===== src/asr_params.svh =====
// constants of the angle-synchronous shift register: offsets, fields, resets, timing
//
// What this block does
// - position steps clock the register contents
// - logic network bit enters the first cell
// - speed compensation acts on register output
// - three output modes, chosen by parameter
// - mode one: common on/off compensation
// - mode two: separate on and off compensation
// - mode three: compensated on, then timed hold
// - length counted in actual-value units
// - length capped by global shift capacity
// - usable only with capacity above zero, slot free
// - mode two output undefined once off overtakes on
// - result drives output, marker or extended range
// - times in 0.1 ms units
// - each forward step loads cell zero, moves all cells
`ifndef ASR_PARAMS_SVH
`define ASR_PARAMS_SVH

// ----------------------------------------------------------------------
// register offsets
// ----------------------------------------------------------------------
`define ASR_REG_CTRL 4'h0
`define ASR_REG_CAPACITY 4'h1
`define ASR_REG_LENGTH 4'h2
`define ASR_REG_COMP_ON 4'h3
`define ASR_REG_COMP_OFF 4'h4
`define ASR_REG_ON_TIME 4'h5
`define ASR_REG_TARGET 4'h6
`define ASR_REG_STATUS 4'h7
`define ASR_REG_PERIOD 4'h8
`define ASR_REG_LEAD_ON 4'h9
`define ASR_REG_LEAD_OFF 4'ha

// ----------------------------------------------------------------------
// field positions
// ----------------------------------------------------------------------
`define ASR_CTRL_EN_BIT 0
`define ASR_STAT_LEVEL_BIT 0
`define ASR_STAT_ACTIVE_BIT 1
`define ASR_STAT_CAPPED_BIT 2

// ----------------------------------------------------------------------
// reset values
// ----------------------------------------------------------------------
`define ASR_RST_WORD 16'h0000
`define ASR_RST_TARGET 2'h0

// ----------------------------------------------------------------------
// timing
// ----------------------------------------------------------------------
`define ASR_CLK_PERIOD_NS 5
`define ASR_US_NS 1000
`define ASR_CYC_PER_US (`ASR_US_NS / `ASR_CLK_PERIOD_NS)
`define ASR_TIME_UNIT_US 100

`endif


===== src/asr_pkg.sv =====
// types shared by the angle-synchronous shift register files
package asr_pkg;

    typedef enum {
        ASR_PATH_COMMON,
        ASR_PATH_SPLIT,
        ASR_PATH_TIME
    } asr_mode_t;

    typedef enum {
        ASR_LD_IDLE,
        ASR_LD_ON,
        ASR_LD_OFF
    } asr_lead_state_t;

    typedef enum logic [1:0] {
        ASR_TGT_PHYS = 2'h0,
        ASR_TGT_MARKER = 2'h1,
        ASR_TGT_EXT = 2'h2
    } asr_target_t;

endpackage


===== src/asr_divider.sv =====
// sequential restoring divider, one quotient bit per clock
`timescale 1ns/10ps
module asr_divider #(
    parameter int W = 32
) (
    input wire logic clk,
    input wire logic arst_n,
    input wire logic start,
    input wire logic [W-1:0] num,
    input wire logic [W-1:0] den,
    output logic done,
    output logic [W-1:0] quot
);
    logic [W-1:0] rem_q;
    logic [W-1:0] quo_q;
    logic [W-1:0] den_q;
    logic [$clog2(W):0] cnt_q;
    logic busy_q;
    logic done_q;

    wire [W:0] shifted = {rem_q, quo_q[W-1]};
    wire [W:0] diff = shifted - {1'b0, den_q};
    wire last = cnt_q == ($clog2(W)+1)'(W - 1);

    always_ff @(posedge clk or negedge arst_n) begin
        if (!arst_n) begin
            rem_q <= '0;
            quo_q <= '0;
            den_q <= '0;
            cnt_q <= '0;
            busy_q <= 1'b0;
            done_q <= 1'b0;
        end else if (start && !busy_q) begin
            rem_q <= '0;
            quo_q <= num;
            den_q <= den;
            cnt_q <= '0;
            busy_q <= 1'b1;
            done_q <= 1'b0;
        end else if (busy_q) begin
            rem_q <= diff[W] ? shifted[W-1:0] : diff[W-1:0];
            quo_q <= {quo_q[W-2:0], ~diff[W]};
            cnt_q <= cnt_q + {{$clog2(W){1'b0}}, 1'b1};
            busy_q <= !last;
            done_q <= last;
        end else begin
            done_q <= 1'b0;
        end
    end

    assign done = done_q;
    assign quot = quo_q;
endmodule // asr_divider


===== src/asr_skid_buffer.sv =====
// two-entry buffer with valid and ready on both sides, outputs from flip-flops
`timescale 1ns/10ps
module asr_skid_buffer #(
    parameter int W = 16
) (
    input wire logic clk,
    input wire logic arst_n,
    input wire logic in_valid,
    output logic in_ready,
    input wire logic [W-1:0] in_data,
    output logic out_valid,
    input wire logic out_ready,
    output logic [W-1:0] out_data
);
    logic head_valid_q;
    logic [W-1:0] head_q;
    logic spare_valid_q;
    logic [W-1:0] spare_q;

    wire head_free = out_ready || !head_valid_q;
    wire take_in = in_valid && !spare_valid_q;

    always_ff @(posedge clk or negedge arst_n) begin
        if (!arst_n) begin
            head_valid_q <= 1'b0;
            head_q <= '0;
            spare_valid_q <= 1'b0;
            spare_q <= '0;
        end else if (head_free) begin
            // spare entry drains first so word order is kept
            head_valid_q <= spare_valid_q || in_valid;
            head_q <= spare_valid_q ? spare_q : in_data;
            spare_valid_q <= 1'b0;
        end else if (take_in) begin
            spare_valid_q <= 1'b1;
            spare_q <= in_data;
        end
    end

    assign in_ready = !spare_valid_q;
    assign out_valid = head_valid_q;
    assign out_data = head_q;
endmodule // asr_skid_buffer


===== src/asr_shift_top.sv =====
// angle-synchronous shift register with speed-compensated output
`timescale 1ns/10ps
`include "asr_params.svh"
module asr_shift_top #(
    parameter asr_pkg::asr_mode_t MODE = asr_pkg::ASR_PATH_COMMON,
    parameter int DEPTH = 256
) (
    input wire logic clk,
    input wire logic arst_n,
    input wire logic [3:0] reg_addr,
    input wire logic [15:0] reg_wdata,
    input wire logic reg_wr,
    input wire logic reg_rd,
    output logic [15:0] reg_rdata,
    input wire logic pos_step_fwd,
    input wire logic pos_step_rev,
    input wire logic link_bit,
    input wire logic slot_free,
    output logic out_phys,
    output logic out_marker,
    output logic out_ext,
    output logic evt_valid,
    output logic [15:0] evt_data,
    input wire logic evt_ready
);
    import asr_pkg::*;

    localparam int AW = $clog2(DEPTH);
    localparam logic [15:0] DEPTH16 = 16'(DEPTH);
    localparam logic [7:0] CYC_LAST = 8'(`ASR_CYC_PER_US - 1);
    localparam logic [6:0] UNIT_LAST = 7'(`ASR_TIME_UNIT_US - 1);
    localparam logic [23:0] PER_MAX = 24'hffffff;

    // ------------------------------------------------------------------
    // helpers
    // ------------------------------------------------------------------
    function automatic logic [15:0] umin16(input logic [15:0] a, input logic [15:0] b);
        umin16 = (a < b) ? a : b;
    endfunction

    // compensation in 0.1 ms units to microseconds
    function automatic logic [31:0] units_to_us(input logic [15:0] t);
        units_to_us = {16'h0000, t} * 32'(`ASR_TIME_UNIT_US);
    endfunction

    // lead in steps may never reach past the first cell
    function automatic logic [15:0] clamp_lead(input logic [31:0] q, input logic [15:0] elen);
        clamp_lead = (elen == 16'h0000) ? 16'h0000
                   : (q >= {16'h0000, elen}) ? elen - 16'h0001 : q[15:0];
    endfunction

    function automatic logic [AW-1:0] tap_index(input logic [15:0] elen, input logic [15:0] lead);
        logic [15:0] idx;
        idx = elen - 16'h0001 - lead;
        tap_index = idx[AW-1:0];
    endfunction

    // ------------------------------------------------------------------
    // register file
    // ------------------------------------------------------------------
    logic ctrl_en_q;
    logic [15:0] cap_q;
    logic [15:0] len_q;
    logic [15:0] comp_on_q;
    logic [15:0] comp_off_q;
    logic [15:0] on_time_q;
    logic [1:0] target_q;
    logic [15:0] rdata_q;

    wire wr_ctrl = reg_wr && reg_addr == `ASR_REG_CTRL;
    wire wr_cap = reg_wr && reg_addr == `ASR_REG_CAPACITY;
    wire wr_len = reg_wr && reg_addr == `ASR_REG_LENGTH;
    wire wr_comp_on = reg_wr && reg_addr == `ASR_REG_COMP_ON;
    wire wr_comp_off = reg_wr && reg_addr == `ASR_REG_COMP_OFF;
    wire wr_on_time = reg_wr && reg_addr == `ASR_REG_ON_TIME;
    wire wr_target = reg_wr && reg_addr == `ASR_REG_TARGET;

    always_ff @(posedge clk or negedge arst_n) begin
        if (!arst_n) begin
            ctrl_en_q <= 1'b0;
            cap_q <= `ASR_RST_WORD;
            len_q <= `ASR_RST_WORD;
        end else begin
            if (wr_ctrl) ctrl_en_q <= reg_wdata[`ASR_CTRL_EN_BIT];
            if (wr_cap) cap_q <= reg_wdata;
            if (wr_len) len_q <= reg_wdata;
        end
    end

    always_ff @(posedge clk or negedge arst_n) begin
        if (!arst_n) begin
            comp_on_q <= `ASR_RST_WORD;
            comp_off_q <= `ASR_RST_WORD;
            on_time_q <= `ASR_RST_WORD;
            target_q <= `ASR_RST_TARGET;
        end else begin
            if (wr_comp_on) comp_on_q <= reg_wdata;
            if (wr_comp_off) comp_off_q <= reg_wdata;
            if (wr_on_time) on_time_q <= reg_wdata;
            // unknown range code is refused, keeping a legal target
            if (wr_target && reg_wdata[1:0] != 2'h3) target_q <= reg_wdata[1:0];
        end
    end

    // ------------------------------------------------------------------
    // length, capacity and availability
    // ------------------------------------------------------------------
    wire [15:0] eff_len = umin16(umin16(len_q, cap_q), DEPTH16);
    wire len_capped = len_q > eff_len;
    wire active = ctrl_en_q && (cap_q != 16'h0000) && slot_free && (eff_len != 16'h0000);

    // ------------------------------------------------------------------
    // time base: microsecond and 0.1 ms enables
    // ------------------------------------------------------------------
    logic [7:0] cyc_cnt_q;
    logic [6:0] us_cnt_q;

    wire us_tick = cyc_cnt_q == CYC_LAST;
    wire unit_tick = us_tick && us_cnt_q == UNIT_LAST;

    always_ff @(posedge clk or negedge arst_n) begin
        if (!arst_n) begin
            cyc_cnt_q <= 8'h00;
            us_cnt_q <= 7'h00;
        end else begin
            cyc_cnt_q <= us_tick ? 8'h00 : cyc_cnt_q + 8'h01;
            if (us_tick) us_cnt_q <= (us_cnt_q == UNIT_LAST) ? 7'h00 : us_cnt_q + 7'h01;
        end
    end

    // ------------------------------------------------------------------
    // step decode and step period in microseconds
    // ------------------------------------------------------------------
    // both pulses at once cancel: net position did not move
    wire step_fwd = pos_step_fwd && !pos_step_rev;
    wire step_rev = pos_step_rev && !pos_step_fwd;
    wire any_step = step_fwd || step_rev;

    logic [23:0] per_cnt_q;
    logic [23:0] period_q;

    always_ff @(posedge clk or negedge arst_n) begin
        if (!arst_n) begin
            per_cnt_q <= 24'h000000;
            period_q <= PER_MAX;
        end else if (any_step) begin
            per_cnt_q <= 24'h000000;
            period_q <= per_cnt_q;
        end else if (us_tick && per_cnt_q != PER_MAX) begin
            per_cnt_q <= per_cnt_q + 24'h000001;
        end
    end

    // a running gap longer than the last period means slowing down
    wire [23:0] speed_per = (per_cnt_q > period_q) ? per_cnt_q : period_q;
    wire stopped = speed_per == PER_MAX;
    wire [31:0] div_den = {8'h00, (speed_per == 24'h000000) ? 24'h000001 : speed_per};

    // ------------------------------------------------------------------
    // lead calculation: compensation time over step period, in steps
    // ------------------------------------------------------------------
    asr_lead_state_t ld_state_q;
    logic [15:0] lead_on_q;
    logic [15:0] lead_off_q;
    logic div_done;
    logic [31:0] div_quot;

    // mode one reuses the switch-on figure for the switch-off edge
    wire [15:0] comp_off_sel = (MODE == ASR_PATH_SPLIT) ? comp_off_q : comp_on_q;
    wire div_start = (ld_state_q == ASR_LD_IDLE) || (ld_state_q == ASR_LD_ON && div_done);
    wire [31:0] div_num = units_to_us((ld_state_q == ASR_LD_IDLE) ? comp_on_q : comp_off_sel);
    wire [15:0] lead_new = stopped ? 16'h0000 : clamp_lead(div_quot, eff_len);

    asr_divider #(
        .W(32)
    ) u_div (
        .clk(clk),
        .arst_n(arst_n),
        .start(div_start),
        .num(div_num),
        .den(div_den),
        .done(div_done),
        .quot(div_quot)
    );

    always_ff @(posedge clk or negedge arst_n) begin
        if (!arst_n) begin
            ld_state_q <= ASR_LD_IDLE;
            lead_on_q <= 16'h0000;
            lead_off_q <= 16'h0000;
        end else begin
            unique case (ld_state_q)
                ASR_LD_IDLE: begin
                    ld_state_q <= ASR_LD_ON;
                end
                ASR_LD_ON: begin
                    if (div_done) begin
                        lead_on_q <= lead_new;
                        ld_state_q <= ASR_LD_OFF;
                    end
                end
                ASR_LD_OFF: begin
                    if (div_done) begin
                        lead_off_q <= lead_new;
                        ld_state_q <= ASR_LD_IDLE;
                    end
                end
            endcase
        end
    end

    // leads are clamped again here so a shortened length takes effect before the next update pass
    wire [15:0] lead_on_use = clamp_lead({16'h0000, lead_on_q}, eff_len);
    wire [15:0] lead_off_use = clamp_lead({16'h0000, lead_off_q}, eff_len);

    // ------------------------------------------------------------------
    // shift cells
    // ------------------------------------------------------------------
    logic [DEPTH-1:0] cells_q;

    always_ff @(posedge clk or negedge arst_n) begin
        if (!arst_n) begin
            cells_q <= '0;
        end else if (!active) begin
            cells_q <= '0;
        end else if (step_fwd) begin
            cells_q <= {cells_q[DEPTH-2:0], link_bit};
        end else if (step_rev) begin
            // last cell repeats so a short reversal loses no product
            cells_q <= {cells_q[DEPTH-1], cells_q[DEPTH-1:1]};
        end
    end

    // ------------------------------------------------------------------
    // output taps and switching
    // ------------------------------------------------------------------
    wire tap_on = cells_q[tap_index(eff_len, lead_on_use)];
    wire tap_off = cells_q[tap_index(eff_len, lead_off_use)];

    logic tap_on_q;
    logic tap_off_q;
    logic level_q;
    logic [15:0] hold_q;

    wire rise_on = tap_on && !tap_on_q;
    wire fall_off = !tap_off && tap_off_q;
    wire hold_done = hold_q == 16'h0000;

    always_ff @(posedge clk or negedge arst_n) begin
        if (!arst_n) begin
            tap_on_q <= 1'b0;
            tap_off_q <= 1'b0;
        end else begin
            tap_on_q <= tap_on;
            tap_off_q <= tap_off;
        end
    end

    // in split mode, an off tap ahead of the on tap leaves the level
    // undefined; the set below simply wins in that case
    always_ff @(posedge clk or negedge arst_n) begin
        if (!arst_n) begin
            level_q <= 1'b0;
            hold_q <= 16'h0000;
        end else if (!active) begin
            level_q <= 1'b0;
            hold_q <= 16'h0000;
        end else if (MODE == ASR_PATH_TIME) begin
            if (rise_on) begin
                level_q <= 1'b1;
                hold_q <= on_time_q;
            end else if (level_q && hold_done) begin
                level_q <= 1'b0;
            end else if (level_q && unit_tick) begin
                hold_q <= hold_q - 16'h0001;
            end
        end else if (rise_on) begin
            level_q <= 1'b1;
        end else if (fall_off) begin
            level_q <= 1'b0;
        end
    end

    // ------------------------------------------------------------------
    // target range outputs
    // ------------------------------------------------------------------
    logic out_phys_q;
    logic out_marker_q;
    logic out_ext_q;

    always_ff @(posedge clk or negedge arst_n) begin
        if (!arst_n) begin
            out_phys_q <= 1'b0;
            out_marker_q <= 1'b0;
            out_ext_q <= 1'b0;
        end else begin
            out_phys_q <= level_q && target_q == ASR_TGT_PHYS;
            out_marker_q <= level_q && target_q == ASR_TGT_MARKER;
            out_ext_q <= level_q && target_q == ASR_TGT_EXT;
        end
    end

    assign out_phys = out_phys_q;
    assign out_marker = out_marker_q;
    assign out_ext = out_ext_q;

    // ------------------------------------------------------------------
    // edge event stream
    // ------------------------------------------------------------------
    // one pending event; while the buffer is full a newer edge merges
    // into it, so the receiver always sees the latest level
    logic level_seen_q;
    logic evt_pend_q;
    logic [14:0] step_cnt_q;
    logic buf_in_ready;

    wire level_edge = level_q != level_seen_q;
    wire evt_take = evt_pend_q && buf_in_ready;

    always_ff @(posedge clk or negedge arst_n) begin
        if (!arst_n) begin
            level_seen_q <= 1'b0;
            evt_pend_q <= 1'b0;
            step_cnt_q <= 15'h0000;
        end else begin
            level_seen_q <= level_q;
            // a new edge in the accept cycle keeps the event pending
            evt_pend_q <= level_edge || (evt_pend_q && !evt_take);
            if (step_fwd) step_cnt_q <= step_cnt_q + 15'h0001;
            if (step_rev) step_cnt_q <= step_cnt_q - 15'h0001;
        end
    end

    asr_skid_buffer #(
        .W(16)
    ) u_evt_buf (
        .clk(clk),
        .arst_n(arst_n),
        .in_valid(evt_pend_q),
        .in_ready(buf_in_ready),
        .in_data({level_q, step_cnt_q}),
        .out_valid(evt_valid),
        .out_ready(evt_ready),
        .out_data(evt_data)
    );

    // ------------------------------------------------------------------
    // read path, data one cycle after the strobe
    // ------------------------------------------------------------------
    wire [15:0] status_word = {13'h0000, len_capped, active, level_q};
    wire [15:0] rd_mux =
        (reg_addr == `ASR_REG_CTRL) ? {15'h0000, ctrl_en_q} :
        (reg_addr == `ASR_REG_CAPACITY) ? cap_q :
        (reg_addr == `ASR_REG_LENGTH) ? len_q :
        (reg_addr == `ASR_REG_COMP_ON) ? comp_on_q :
        (reg_addr == `ASR_REG_COMP_OFF) ? comp_off_q :
        (reg_addr == `ASR_REG_ON_TIME) ? on_time_q :
        (reg_addr == `ASR_REG_TARGET) ? {14'h0000, target_q} :
        (reg_addr == `ASR_REG_STATUS) ? status_word :
        (reg_addr == `ASR_REG_PERIOD) ? speed_per[15:0] :
        (reg_addr == `ASR_REG_LEAD_ON) ? lead_on_use :
        (reg_addr == `ASR_REG_LEAD_OFF) ? lead_off_use : 16'h0000;

    always_ff @(posedge clk or negedge arst_n) begin
        if (!arst_n) begin
            rdata_q <= 16'h0000;
        end else begin
            rdata_q <= reg_rd ? rd_mux : 16'h0000;
        end
    end

    assign reg_rdata = rdata_q;
endmodule // asr_shift_top


===== config.mk =====
export PLATFORM = sky130hd
export DESIGN_NAME = asr_shift_top
export DESIGN_NICKNAME = d
export VERILOG_FILES = /design/src/asr_pkg.sv /design/src/asr_divider.sv /design/src/asr_skid_buffer.sv /design/src/asr_shift_top.sv
export VERILOG_INCLUDE_DIRS = /design/src
export SDC_FILE = /design/constraint.sdc
export NUM_CORES = 2
export LEC_CHECK = 0
export BUFFER_PORTS_ARGS = -buffer_cell sky130_fd_sc_hd__buf_4
export CELL_PAD_IN_SITES_DETAIL_PLACEMENT = 0
export CELL_PAD_IN_SITES_GLOBAL_PLACEMENT = 2
export CORE_ASPECT_RATIO = 1.75
export CORE_MARGIN = 1
export CORE_UTILIZATION = 38
export CTS_BUF_LIST = sky130_fd_sc_hd__clkbuf_16
export CTS_CLUSTER_DIAMETER = 40
export DETAILED_ROUTE_END_ITERATION = 10
export PLACE_DENSITY_LB_ADDON = 0.15
export SYNTH_ARGS = -nofsm -noshare
export SYNTH_HDL_FRONTEND = slang
export SYNTH_HIERARCHICAL = 1
export SYNTH_SLANG_ARGS = --single-unit

===== constraint.sdc =====
create_clock -name clk -period 7.07 [get_ports clk]
set_clock_uncertainty 0.2 [all_clocks]
set_input_delay 0.3535 -clock clk [delete_from_list [all_inputs] [get_ports clk]]
set_output_delay 0.3535 -clock clk [all_outputs]
set_load 0.02 [all_outputs]

==> run_results.csv <==
group,metric,value,unit
power,p_switching,7064,uW
floorplan,num_io_pins,65,
routing,routed-via-count,32465,
worst_setup_path,r2r_slack,-0.0003,ns
worst_setup_path,critPathLaunchType,"flip-flop",
worst_setup_path,worstSetupEndpointType,"flip-flop",
worst_setup_path,crit_buf_inv,8,
synth,ys_top_cells_by_count,"nor2_1, dfrtp_1, a21oi_1",
sta,worst_hold_slack,0.04555,ns
routing,viasPerCell,5.516,
power,powerDensity,369.8,mW/mm^2
layout,nets,4718,
clock_tree,path_clk_slew,0.06,ns
layout,post-route-util,0.4570,
place,gp_congestion,0.8896,
grt,met2_usage,0.4402,
clock_tree,cts_sinks,606,
grt,use_met3,0.02718,
place,dp_slack,-0.3091,ns
sta,period_share,1.000,
synth,synth-seq-cells,606,
grt,grt_pass1_wl,198.5,mm
floorplan,die-width,249.7,um
routing,wl_per_cell,21.67,um
clock_tree,cts_made_buffers,94,
synth,synth_area,0.04079,sq mm
worst_setup_path,crit_type,"flip-flop to flip-flop",
worst_setup_path,arrival,7.46,ns
layout,drive_above_1_share,0.2128,
sta,finalWorstSetupSlack,-0.0002824,ns
place,port_buffers,64,
power,p_sw_frac,0.3938,
grt,antenna_found_initial,1,
clock_tree,worst_skew_pair.late_latency,0.72,ns
worst_setup_path,reg2reg_to,"level_q",
layout,diodes,0,
grt,grt_busiest_layer,"met2",
power,p_leak,0.02144,uW
place,dp_hpwl,90.40,mm
routing,first_pass_iters,5,
sta,setup_viol,1,
power,clockPowerShare,0.262,
sta,slew_headroom,0.2082,
sta,finalCriticalPeriod,7.070,ns
grt,grt_pass1_vias,33278,
power,pwr-share-comb,0.494,
clock_tree,cts_tree,"done",
worst_setup_path,crit_fanout,7,
power,total_power,17940,uW
layout,fill_cells,10284,
sta,rsz0062_at_grt,"true",
status,violations,"setup timing",
grt,grt.met1_usage,0.2581,
grt,grt_max_degree,249,
grt,grt-ovfl-total,0,
clock_tree,cts.path.max_buffers,3,
floorplan,die_area,0.1087,sq mm
grt,grtUsageTotal,0.2344,
synth,synth_ff_type,"dfrtp_1",
sta,final_max_slew_viol_count,0,
sta,final_hold_viol_count,0,
synth,yosysMostFrequentCell,"nor2_1",
worst_setup_path,required,7.46,ns
synth,synth_top_area_share,0.3570,
synth,yosysSeqAreaShare,0.3725,
status,status,"finished with violations",
power,intPower,10870,uW
synth,yosys_warnings,6,
floorplan,rows,158,
synth,synth_edf_count,0,
clock_tree,ctsHtreeMaxLevel,3,
layout,area_growth,18.93,%
floorplan,chipHeight,435.4,um
floorplan,start_util,0.3842,
routing,drt_iter0_drc,1744,
worst_setup_path,path_delay_family,"compound AO/OA/AOI/OAI gates",
power,power_frac_seq,0.245,
synth,async_flop_share,1.000,
sta,fmax,141.4,MHz
floorplan,core,0.1062,sq mm
synth,synth.largest_area_cell,"dfrtp_1",
worst_setup_path,slowest_delay,0.85,ns
sta,max_slew.worst_pin.slew,1.188,ns
synth,synthTopCellsByArea,"dfrtp_1, mux2i_1, mux4_2",
power,peakVddDrop,273.8,uV
synth,syn_avg_cell_area,9.708,sq um
worst_setup_path,r2r_start,"cap_q[15]",
layout,fin_cells,5886,
worst_setup_path,slowest_stage,"fa_4",
hold_path,holdCritPathClass,"primary input to async pin",
worst_setup_path,reg2reg_depth,34,
synth,syn_inst,4202,
routing,drtAntennaViolNets,0,
clock_tree,cts-root-buf,"clkbuf_16",
routing,route.detailed.drc,0,
place,place_inst,5636,
flow_run,cap_violations,0,
routing,wl,127.5,mm
synth,synth.distinct_cells,101,
stage by stage:
stage | setup TNS [ns] | instance area, sq um
5_1_grt | -0.8085 | 48510
2_1_floorplan | 0 | 40970
4_1_cts | -0.07321 | 47960
6_report | -0.0002824 | 48510
3_5_place_dp | -0.6980 | 44150
3_3_place_gp | -0.5176 | 44150
power by group through the flow:
stage / clock [uW] / combinational (uW) / sequential (uW)
after detailed placement: 0 / 8340 / 4450
final: 4690 / 8850 / 4390
after global placement: 0 / 8330 / 4440
after global routing: 4970 / 9660 / 4450
after floorplan: 0 / 5420 / 4320
after CTS: 4830 / 8620 / 4400
final cells by class:
| class | instances | area (sq um) | share of cell area |
|---|---|---|---|
| Multi-Input combinational cell | 3210 | 24550 | 0.5062 |
| Sequential cell | 606 | 15200 | 0.3133 |
| Timing Repair Buffer | 360 | 3239 | 0.06678 |
| Clock buffer | 94 | 2352 | 0.04849 |
| Tap cell | 1360 | 1702 | 0.03508 |
| Clock inverter | 81 | 808.3 | 0.01666 |
| Inverter | 175 | 656.9 | 0.01354 |
worst max-delay path by stage:
stage	startpoint	to	slack, ns	depth (start not counted)
6_report	cap_q[15]	level_q	-0.0003	34
5_1_grt	cap_q[12]	level_q	-0.28	31
4_1_cts	cap_q[1]	level_q	-0.07	32
3_5_place_dp	len_q[11]	level_q	-0.31	33
3_3_place_gp	cap_q[11]	level_q	-0.26	34
2_1_floorplan	len_q[14]	level_q	0.005	31
registers in the layout (all words and copies together) (netlist names), 24 cells and up:
signal and cells:
u_div/rem_q 32, cells_q 256, u_div/den_q 32, period_q 24
u_div/quot 32, per_cnt_q 24
layer usage:
layer,wire length [um],vias to the layer above
met2,69160,540
li1,-,15574
met4,6314,0
met3,3421,264
met5,0,-
met1,48640,16087
placed cells by master, fill, tap and decap left out, types with 64 or more instances in the layout:
cell type / count
mux2_2: 162
mux4_2: 133
inv_1: 174
nand2_1: 267
mux2i_1: 358
dfrtp_1: 581
buf_4: 300
xnor2_1: 64
clkbuf_16: 99
nor2_1: 644
o21ai_0: 180
a21oi_1: 391
ha_1: 213
worst reg2reg max path, delay by kind of cell (launching register included):
kind,cells,cell delay [ns]
compound gates,10,1.81
mux,4,1.10
simple gates,8,1.12
flops,1,0.35
buf+inv,8,0.83
fa+ha+maj,4,1.54
kinds of logic after synthesis:
family,after synthesis,synth area share
compound gates,918,0.1360
xor+xnor,99,0.02162
fa+ha+maj,242,0.07699
buf+inv,431,0.04294
flops,606,0.3725
mux,696,0.2207
other cells,2,0.0001841
simple gates,1208,0.1291
repair_timing:
action	in CTS	in global routing
gates cloned	1	6
buffers inserted	29	21
hold buffers	20	0
gates resized for setup	43	47
endpoints found under the hold margin	159	0
pin swaps	13	19
setup endpoints to repair	3	7
(Power assumes the default switching activity.)
